==> src/hdl/stpg_map.svh <==
// constants of the sector test pattern generator
`ifndef STPG_MAP_SVH
`define STPG_MAP_SVH

`define STPG_WORD_W      32
`define STPG_POS_W       7
`define STPG_LAST_POS    7'h7f
`define STPG_HDR0_POS    7'h00
`define STPG_HDR1_POS    7'h01
`define STPG_BEAT_W      42
`define STPG_SEC_W       19
`define STPG_ADDR_W      64
`define STPG_PROD_W      35
`define STPG_FILE_SIZE_CODE_SHIFT 5'h0b
`define STPG_PATT_INC    3'h0
`define STPG_PATT_DEC    3'h1
`define STPG_PATT_ZERO   3'h2
`define STPG_PATT_ONE    3'h3
`define STPG_PATT_LFSR   3'h4
`define STPG_TAP_A       30
`define STPG_TAP_B       20
`define STPG_TAP_C       0
`define STPG_LFSR_RST    32'h00000000

`endif

==> src/hdl/stpg_pkg.sv <==
// types of the sector test pattern generator
package stpg_pkg;

    typedef logic [31:0] stpg_word_t;

    typedef enum logic [1:0] {
        STPG_IDLE,
        STPG_WRITE,
        STPG_READ
    } stpg_state_t;

    typedef struct packed {
        logic [15:0] index;
        logic [15:0] length;
        logic [2:0]  size_code;
        logic [2:0]  pattern;
    } stpg_file_cfg_t;

endpackage : stpg_pkg

==> src/hdl/stpg_top.sv <==
// sector test pattern generator and checker
`timescale 1ns/100ps
`include "stpg_map.svh"
module stpg_top import stpg_pkg::*; (
    input  wire logic           core_clk,              // 40 MHz clock
    input  wire logic           reset_n,               // async reset, active low
    input  wire logic           write_pattern_launch,  // start write-file pattern
    input  wire logic           read_check_launch,     // start read-file check
    input  wire stpg_file_cfg_t file_cfg,              // file parameters
    input  wire logic           wr_fifo_nearly_full,   // write fifo nearly full
    output logic                wr_fifo_push,          // write fifo push
    output stpg_word_t          wr_fifo_push_word,     // write fifo data
    input  wire logic           rd_fifo_drained,       // read fifo empty
    input  wire stpg_word_t     rd_fifo_word,          // read fifo data
    output logic                rd_fifo_pop,           // read fifo pop
    output logic                write_transfer_active, // write in progress
    output logic                read_transfer_active,  // read in progress
    output logic                verify_mismatch,       // data check failed
    output stpg_word_t          mismatch_expected      // expected word of first fail
);
    // ****************************************
    // reset release
    // ****************************************
    logic [1:0] rst_pipe_q;
    logic       rst_n;

    always_ff @(posedge core_clk or negedge reset_n) begin
        if (!reset_n) begin
            rst_pipe_q <= 2'h0;
        end else begin
            rst_pipe_q <= {rst_pipe_q[0], 1'b1};
        end
    end
    assign rst_n = rst_pipe_q[1];

    // ****************************************
    // declarations
    // ****************************************
    stpg_state_t              state_q, state_d;
    logic [`STPG_BEAT_W-1:0]  beat_q, beat_d;
    logic [`STPG_BEAT_W-1:0]  final_q, final_d;
    logic [`STPG_ADDR_W-1:0]  sat_q, sat_d;
    logic [2:0]               patt_q, patt_d;
    stpg_word_t               lfsr_q, lfsr_d;
    logic                     push_q, push_d;
    stpg_word_t               push_word_q, push_word_d;
    logic                     pop_q, pop_d;
    logic                     wact_q, wact_d;
    logic                     ract_q, ract_d;
    logic                     miss_q, miss_d;
    stpg_word_t               miss_exp_q, miss_exp_d;
    logic [`STPG_SEC_W-1:0]   file_size_code_sectors;
    logic [`STPG_PROD_W-1:0]  total_sectors;
    logic [`STPG_POS_W-1:0]   pos;
    stpg_word_t               inc_word;
    stpg_word_t               patt_word;
    stpg_word_t               gen_word;
    logic                     start_wr, start_rd;
    logic                     gen_valid, gen_adv;
    logic                     rd_take, last_take, word_bad;
    logic                     buf_in_ready, buf_out_valid, buf_out_ready;
    stpg_word_t               buf_out_word;

    // ****************************************
    // file size decode
    // ****************************************
    always_comb begin
        file_size_code_sectors = `STPG_SEC_W'(1) << (`STPG_FILE_SIZE_CODE_SHIFT + 5'(file_cfg.size_code));
        total_sectors = `STPG_PROD_W'(file_cfg.length) * `STPG_PROD_W'(file_size_code_sectors);
        start_wr      = (state_q == STPG_IDLE) & write_pattern_launch;
        start_rd      = (state_q == STPG_IDLE) & ~write_pattern_launch & read_check_launch;
    end

    // ****************************************
    // pattern generator
    // ****************************************
    always_comb begin
        pos = beat_q[`STPG_POS_W-1:0];
        inc_word = {sat_q[`STPG_WORD_W-`STPG_POS_W-1:0], pos};
        case (patt_q)
            `STPG_PATT_INC:  patt_word = inc_word;
            `STPG_PATT_DEC:  patt_word = ~inc_word;
            `STPG_PATT_ZERO: patt_word = 32'h00000000;
            `STPG_PATT_ONE:  patt_word = 32'hffffffff;
            `STPG_PATT_LFSR: patt_word = lfsr_q;
            default:         patt_word = inc_word;
        endcase
        if (pos == `STPG_HDR0_POS) begin
            gen_word = sat_q[31:0];
        end else if (pos == `STPG_HDR1_POS) begin
            // upper header bits in word 1
            gen_word = sat_q[63:32];
        end else begin
            gen_word = patt_word;
        end
    end

    // ****************************************
    // write data path
    // ****************************************
    always_comb begin
        gen_valid     = (state_q == STPG_WRITE) & (beat_q != final_q);
        // drain only while not nearly full
        buf_out_ready = ~wr_fifo_nearly_full;
        push_d        = buf_out_valid & buf_out_ready;
        push_word_d   = buf_out_word;
    end

    stpg_pair_buf stpg_pair_buf_inst (
        .clk       (core_clk),
        .rst_n     (rst_n),
        .in_valid  (gen_valid),
        .in_ready  (buf_in_ready),
        .in_word   (gen_word),
        .out_valid (buf_out_valid),
        .out_ready (buf_out_ready),
        .out_word  (buf_out_word)
    );

    // ****************************************
    // read check path
    // ****************************************
    always_comb begin
        rd_take   = (state_q == STPG_READ) & pop_q & ~rd_fifo_drained;
        last_take = rd_take & (beat_q == final_q - `STPG_BEAT_W'(1));
        pop_d     = (state_q == STPG_READ) & ~rd_fifo_drained & ~last_take
                    & (beat_q != final_q);
        word_bad  = rd_take & (rd_fifo_word != gen_word);
        gen_adv   = (gen_valid & buf_in_ready) | rd_take;
    end

    // ****************************************
    // control and counters
    // ****************************************
    always_comb begin
        state_d    = state_q;
        beat_d     = beat_q;
        final_d    = final_q;
        sat_d      = sat_q;
        patt_d     = patt_q;
        lfsr_d     = lfsr_q;
        miss_d     = miss_q;
        miss_exp_d = miss_exp_q;
        if (start_wr || start_rd) begin
            state_d    = start_wr ? STPG_WRITE : STPG_READ;
            beat_d     = '0;
            miss_d     = 1'b0;
            miss_exp_d = 32'h00000000;
            final_d    = {total_sectors, `STPG_POS_W'(0)};
            sat_d      = `STPG_ADDR_W'(`STPG_PROD_W'(file_cfg.index)
                         * `STPG_PROD_W'(file_size_code_sectors));
            patt_d     = file_cfg.pattern;
            lfsr_d     = `STPG_LFSR_RST;
        end else begin
            if (gen_adv) begin
                beat_d = beat_q + `STPG_BEAT_W'(1);
                if (pos == `STPG_LAST_POS) begin
                    sat_d = sat_q + `STPG_ADDR_W'(1);
                end
                if (pos == `STPG_HDR0_POS) begin
                    lfsr_d = sat_q[31:0];
                end else begin
                    lfsr_d = {lfsr_q[30:0], lfsr_q[`STPG_TAP_A] ^ lfsr_q[`STPG_TAP_B]
                              ^ lfsr_q[`STPG_TAP_C]};
                end
            end
            if (word_bad) begin
                miss_d = 1'b1;
                if (!miss_q) begin
                    miss_exp_d = gen_word;
                end
            end
            case (state_q)
                STPG_WRITE: begin
                    if (beat_q == final_q && !buf_out_valid) begin
                        state_d = STPG_IDLE;
                    end
                end
                STPG_READ: begin
                    if (beat_q == final_q) begin
                        state_d = STPG_IDLE;
                    end
                end
                default: begin
                    state_d = STPG_IDLE;
                end
            endcase
        end
        wact_d = (state_d == STPG_WRITE);
        ract_d = (state_d == STPG_READ);
    end

    always_ff @(posedge core_clk or negedge rst_n) begin
        if (!rst_n) begin
            state_q     <= STPG_IDLE;
            beat_q      <= '0;
            final_q     <= '0;
            sat_q       <= '0;
            patt_q      <= `STPG_PATT_INC;
            lfsr_q      <= `STPG_LFSR_RST;
            push_q      <= 1'b0;
            push_word_q <= 32'h00000000;
            pop_q       <= 1'b0;
            wact_q      <= 1'b0;
            ract_q      <= 1'b0;
            miss_q      <= 1'b0;
            miss_exp_q  <= 32'h00000000;
        end else begin
            state_q     <= state_d;
            beat_q      <= beat_d;
            final_q     <= final_d;
            sat_q       <= sat_d;
            patt_q      <= patt_d;
            lfsr_q      <= lfsr_d;
            push_q      <= push_d;
            push_word_q <= push_word_d;
            pop_q       <= pop_d;
            wact_q      <= wact_d;
            ract_q      <= ract_d;
            miss_q      <= miss_d;
            miss_exp_q  <= miss_exp_d;
        end
    end

    assign wr_fifo_push          = push_q;
    assign wr_fifo_push_word     = push_word_q;
    assign rd_fifo_pop           = pop_q;
    assign write_transfer_active = wact_q;
    assign read_transfer_active  = ract_q;
    assign verify_mismatch       = miss_q;
    assign mismatch_expected     = miss_exp_q;
endmodule : stpg_top

==> src/hdl/stpg_pair_buf.sv <==
// two-entry buffer with valid and ready on both sides
`timescale 1ns/100ps
module stpg_pair_buf import stpg_pkg::*; (
    input  wire logic       clk,       // core clock
    input  wire logic       rst_n,     // synchronised reset, active low
    input  wire logic       in_valid,  // word offered
    output logic            in_ready,  // room for a word
    input  wire stpg_word_t in_word,   // word in
    output logic            out_valid, // word available
    input  wire logic       out_ready, // drain side takes a word
    output stpg_word_t      out_word   // oldest word
);
    stpg_word_t mem_q [2];
    stpg_word_t mem_d [2];
    logic       wr_ptr_q, wr_ptr_d;
    logic       rd_ptr_q, rd_ptr_d;
    logic [1:0] count_q, count_d;
    logic       push, pop;

    always_comb begin
        in_ready  = (count_q != 2'h2);
        out_valid = (count_q != 2'h0);
        out_word  = mem_q[rd_ptr_q];
        push      = in_valid & in_ready;
        pop       = out_valid & out_ready;
        mem_d     = mem_q;
        wr_ptr_d  = wr_ptr_q ^ push;
        rd_ptr_d  = rd_ptr_q ^ pop;
        count_d   = count_q + {1'b0, push} - {1'b0, pop};
        if (push) begin
            mem_d[wr_ptr_q] = in_word;
        end
    end

    always_ff @(posedge clk or negedge rst_n) begin
        if (!rst_n) begin
            mem_q[0] <= 32'h00000000;
            mem_q[1] <= 32'h00000000;
            wr_ptr_q <= 1'b0;
            rd_ptr_q <= 1'b0;
            count_q  <= 2'h0;
        end else begin
            mem_q    <= mem_d;
            wr_ptr_q <= wr_ptr_d;
            rd_ptr_q <= rd_ptr_d;
            count_q  <= count_d;
        end
    end
endmodule : stpg_pair_buf

==> config.mk <==
export PLATFORM = sky130hd
export DESIGN_NAME = stpg_top
export DESIGN_NICKNAME = d
export VERILOG_FILES = /design/src/hdl/stpg_pkg.sv /design/src/hdl/stpg_top.sv /design/src/hdl/stpg_pair_buf.sv
export VERILOG_INCLUDE_DIRS = /design/src /design/src/hdl
export SDC_FILE = /design/constraint.sdc
export NUM_CORES = 1
export LEC_CHECK = 0
export ABC_AREA = 1
export BUFFER_PORTS_ARGS = -buffer_cell sky130_fd_sc_hd__buf_2
export CORE_MARGIN = 5
export CORE_UTILIZATION = 30
export DETAILED_ROUTE_END_ITERATION = 12
export GPL_ROUTABILITY_DRIVEN = 0
export GPL_TIMING_DRIVEN = 0
export SYNTH_ARGS = -nofsm -noshare
export SYNTH_HDL_FRONTEND = slang
export SYNTH_HIERARCHICAL = 1
export SYNTH_SLANG_ARGS = --single-unit
==> constraint.sdc <==
create_clock -name core_clk -period 26.2 [get_ports core_clk]
set_input_delay 7.86 -clock core_clk [delete_from_list [all_inputs] [get_ports core_clk]]
set_output_delay 7.86 -clock core_clk [all_outputs]
set_load 0.02 [all_outputs]
## After elaboration in Yosys (flattened, before gate mapping)

Index checks and enable logic that the tools add are counted.

- Bits in read-only memories: 0
- Memories: 0
- Bits in latches: 0
- Bits in writable memories: 0
- Register bits after elaboration: 317

- Div/mod/pow operators: 0
- Shifts and indexed selects: 1
- Muxes and demuxes: 27
- Multipliers: 2
- Reduce and logical (&&, ||, !) cells: 12
- Magnitude comparators: 3
- Bitwise gates (word level): 25
- Add/subtract/negate cells: 6
- Equal/unequal tests: 16

Operators by type and width:

| cell | number |
|---|---|
| $mux 32 | 12 |
| $mux 64 | 3 |
| $pmux 32 s4 | 1 |
| $eq 42x42->1 | 2 |
| $mux 42 | 2 |
| $mul 16x19->35 | 2 |
| $add 64x1->64 const B | 1 |
| $bwmux 64 | 1 |
| $add 42x1->42 const B | 1 |
| $ne 42x42->1 | 1 |
| $sub 42x1->42 const B | 1 |
| $demux 32 s1 | 1 |
| $ne 32x32->1 | 1 |
| $not 32->32 | 1 |
| $shl 1x5->19 const A | 1 |
| $and 1x1->1 | 13 |
| $mux 2 | 4 |
| $reduce_bool 2->1 | 4 |
| $eq 7x1->1 const B | 1 |
| $eq 7x7->1 const B | 1 |
| $logic_not 7->1 | 1 |
| $eq 3x2->1 const B | 2 |
| $add 4x3->5 const A | 1 |
| $eq 2x1->1 const B | 2 |
| 20 further kinds | 32 |

## Depth between registers and ports, before layout

- Depth in word-level cells: 8
- Depth in mapped cells: 37

## Hierarchy

Netlist, hierarchy kept.

Modules (own cells, without submodules):

| module | cells each | times used | seq. area each (um^2) | area each (um^2) |
|---|---|---|---|---|
| stpg_top | 4,939 | 1 | 6,231.0 | 36,090.9 |
| stpg_pair_buf | 372 | 1 | 1,701.6 | 3,184.3 |

## Worst setup path after synthesis

Ideal clock, no wire load.

- Path kind: input to register
- Start: input port file_cfg[4] (netlist bit)
- End: register final_q[30]
- Arrival: 14.190 ns
- Buffers on the path: 1
- Path slack: 11.892 ns
- Stages on the path: 31
- Cells stage by stage: nor2_1 > inv_1 > ha_1 > inv_1 > nor3_1 > nand3_1 > inv_1 > clkbuf_1 > nand2_1 > fa_1 > inv_1 > fa_1 > inv_1 > fa_1 > inv_1 > fa_1 > fa_1 > inv_1 > fa_1 > inv_1 > ha_1 > a21oi_1 > inv_1 > a21oi_1 > a21boi_0 > o21ai_0 > nand2_1 > nand2_1 > or2_2 > nand3_1 > nand2_1

- Cells in the longest elaborated chain, start to end: 3

Ends and longest elaborated chain:

| element | line | text |
|---|---|---|
| start, declared | stpg_top.sv:9 | `input wire stpg_file_cfg_t file_cfg,` |
| $add 4x3->5 (no source line) | -- |  |
| $shl 1x5->19 (no source line) | -- |  |
| $mul 16x19->35 (no source line) | -- |  |
| end signal, assigned | stpg_top.sv:211 | `final_q <= final_d;` |
| end, declared | stpg_top.sv:41 | `` logic [`STPG_BEAT_W-1:0] final_q, final_d; `` |

No other way between the ends.
A chain may end at the register's enable or synchronous reset.

## Final worst setup path

- Start: input port file_cfg[3] (netlist bit)
- End: register sat_q[25]

- Cells in the longest elaborated chain, start to end: 4

Ends and longest elaborated chain:

| element | line | text |
|---|---|---|
| $add 4x3->5 (no source line) | -- |  |
| $shl 1x5->19 (no source line) | -- |  |
| $mul 16x19->35 (no source line) | -- |  |
| $mux 64 | stpg_top.sv:144 | `if (start_wr \|\| start_rd) begin` |
| end signal, assigned | stpg_top.sv:212 | `sat_q <= sat_d;` |
| end, declared | stpg_top.sv:42 | `` logic [`STPG_ADDR_W-1:0] sat_q, sat_d; `` |

No other way between the ends.

==> results.md <==
* Status: finished clean
* Met1 Wirelength at 57.60 mm
* Worst R2R Start: beat_q[0]
* Number of global-route vias before repair at 36201
* Antenna violations before repair at 5
* Yosys top cell by area: fa_1
* Wire length per cell at 18.86 µm
* DRT Pass-1 Iters at 7
* Postcts setup bufs at 0
* Tot GR Track Use at 19.77%
* Hold Buf Count CTS at 0
* Hold Crit Class: register to register
* Starting Density at 30.25%
* Worst-Margin Slew at 1.202 ns
* Worst-path clk slew at 0.06 ns
* Initial drt markers at 3580
* Floorplan core area at 0.1298 mm²
* Clock Skew at 0.03382 ns
* IO buf count at 126
* Peak supply drop at 0.00004878 V
* Slowest CP cell: clkbuf_1
* Post-synth EDFFs at 0
* Post-synthesis async set-or-reset flop share at 100.0%
* Number of synthesized register bits at 317
* Critical path capture point type: register
* Fillers at 14031
* Routed length on met2 at 61.39 mm
* Leak at 0.02175 µW
* Area delta synth->final at 11.32%
* RSZ-0062 raised after global routing: no
* I/O pin count at 145
* Critical path data required time at 26.67 ns
* Synth top area share at 24.06%
* Clk sink count at 317
* Setup_tns at 0 ns
* Pwr Total at 3325 µW
* Share of cells above drive strength 1 at 5.513%
* CP startpoint kind: input pin
* Vias per Instance at 4.986
* Final ANT Viol Nets at 0
* H-tree Lvls at 2
* Final setup margin at 10.34 ns
* Die Ht at 371.8 µm
* Max cap viols at 0
* FP Rows at 132
* Area contributors post-synth: fa_1, dfrtp_1, nand2_1, inv_1, ha_1
* Top sig layer: met5
* Min-delay src: rst_pipe_q[0]
* CP bufs+invs at 8
* Relative slew slack at 19.89%
* DR vias at 36458
* Sequential fraction of the synthesis area at 20.20%
* PD cells at 76.05 mW/mm²
* Post-DP HPWL at 113.4 mm
* DRC at 0
* Syn_area_per_cell at 7.395 µm²
* Min Tclk post-route at 15.86 ns
* Clk buf depth at 3
* Crit path largest cell delay at 0.71 ns
* Predominant post-synthesis flop cell: dfrtp_1
* Setup Crit Path Kind: input pin to register
* Drt total wl at 137.9 mm
* Fmax at 0.06306 GHz
* Fin util at 33.68%
* Count of final setup violators at 0
* Yosys cell types at 48
* Nets at 6318
* Largest delay share family, worst path: adder cells
* Yosys warns at 6
* Largest net degree at the start of global routing at 70
* Setup WS pre-CTS at 9.965 ns
* Chip Width at 371.8 µm
* Most common cell in the netlist: nand2_1
* Metal3 WL at 13.01 mm
* Die area at 0.1383 mm²
* Final hold vios at 0
* Final Cycle Share at 60.53%
* Worst EP arrival at 16.33 ns
* Clock Root Buffer: clkbuf_16
* CTS tree: yes
* Wire length of the first global-routing pass at 212.7 mm
* Slew Viols, Final at 0
* # resized after CTS at 0
* CP max FO at 10
* Synth top cells by count: nand2_1, inv_1, nor2_1, fa_1, dfrtp_1
* Synthesized area at 0.03928 mm²
* Gr ovfl total at 0
* Skew-Pair Late Insertion Delay at 0.58 ns
* Worst setup path startpoint: file_cfg[3]
* CTS Buf Count at 37
* Cells after Synth at 5311
-- worst register-to-register path, delay by kind of cell, from the launching register on --
kind,cells,cell delay (ns)
compound gates,2,0.38
fa+ha+maj,1,0.24
buf+inv,4,1.01
flops,1,0.38
simple gates,14,1.88
-- kinds of logic after synthesis --
logic type | synth area share, %
AOI/OAI and AO/OA | 7.923
xor gates and xnor gates | 3.501
and+or+nand+nor | 24.98
DFF | 20.20
other | 0.01912
buffers and inverters | 11.98
muxes | 0.1019
adders and majority gates | 31.29
-- routing by layer --
metal,up-vias,global-route usage [%]
met4,8,7.076
met5,-,0
met3,352,3.562
met1,17599,26.91
li1,16704,-
met2,1795,31.59
-- area by class of cell --
class / count / area [µm²] / area share (%)
multi-input cells: 3868 / 26870 / 61.47
clock inverters: 15 / 224.0 / 0.5123
repair buffers: 130 / 740.7 / 1.694
clock buffers: 50 / 1056 / 2.415
diodes: 1 / 2.502 / 0.005724
plain buffers: 207 / 1021 / 2.335
well taps: 1742 / 2180 / 4.985
flip-flops and latches: 317 / 7936 / 18.15
inverters: 982 / 3686 / 8.431
-- metrics by stage --
step / hold slack (ns) / area [µm²] / cells
6_report: 0.3653 / 43720 / 7312
5_1_grt: 0.3739 / 43720 / 7311
4_1_cts: 0.3671 / 43720 / 7311
3_5_place_dp: 0.3470 / 42440 / 7246
3_3_place_gp: 0.3411 / 42320 / 7242
2_1_floorplan: 0.3312 / 39510 / 5374
-- state kept, by name, summed over array words and instances, names as in the netlist, 2 cells and up --
signal / count
wr_fifo_push_word: 32
mismatch_expected: 32
stpg_pair_buf_inst/count_q: 2
patt_q: 3
sat_q: 64
state_q: 2
final_q: 35
beat_q: 42
lfsr_q: 32
rst_pipe_q: 2
stpg_pair_buf_inst/mem_q: 64
-- cells in the final DEF (no fill, tap or decap), drive strengths merged, types with 153 or more instances in the layout --
master  count
a21oi     153
buf       216
clkbuf    171
dfrtp     317
fa        472
ha        227
inv       969
nand2    1378
nand3     219
nor2      535
o21ai     291
-- report_power, final --
part	leakage, µW	switching [µW]	internal, µW
logic	0.0169	1410	603
clock network	0.000623	229	326
registers	0.00422	119	637
-- path summary, 6_finish.rpt --
path | to | slack [ns] | cells past startpoint
min | rst_pipe_q[1] | 0.37 | 0
min in group asynchronous | wr_fifo_push_word[5] | 0.40 | 0
max reg2reg | mismatch_expected[16] | 22.21 | 21
min reg2reg | rst_pipe_q[1] | 0.37 | 0
max | sat_q[25] | 10.34 | 31
max in group asynchronous | rst_pipe_q[1] | 19.03 | 1
Note: power is estimated with default switching activity, not from simulation.
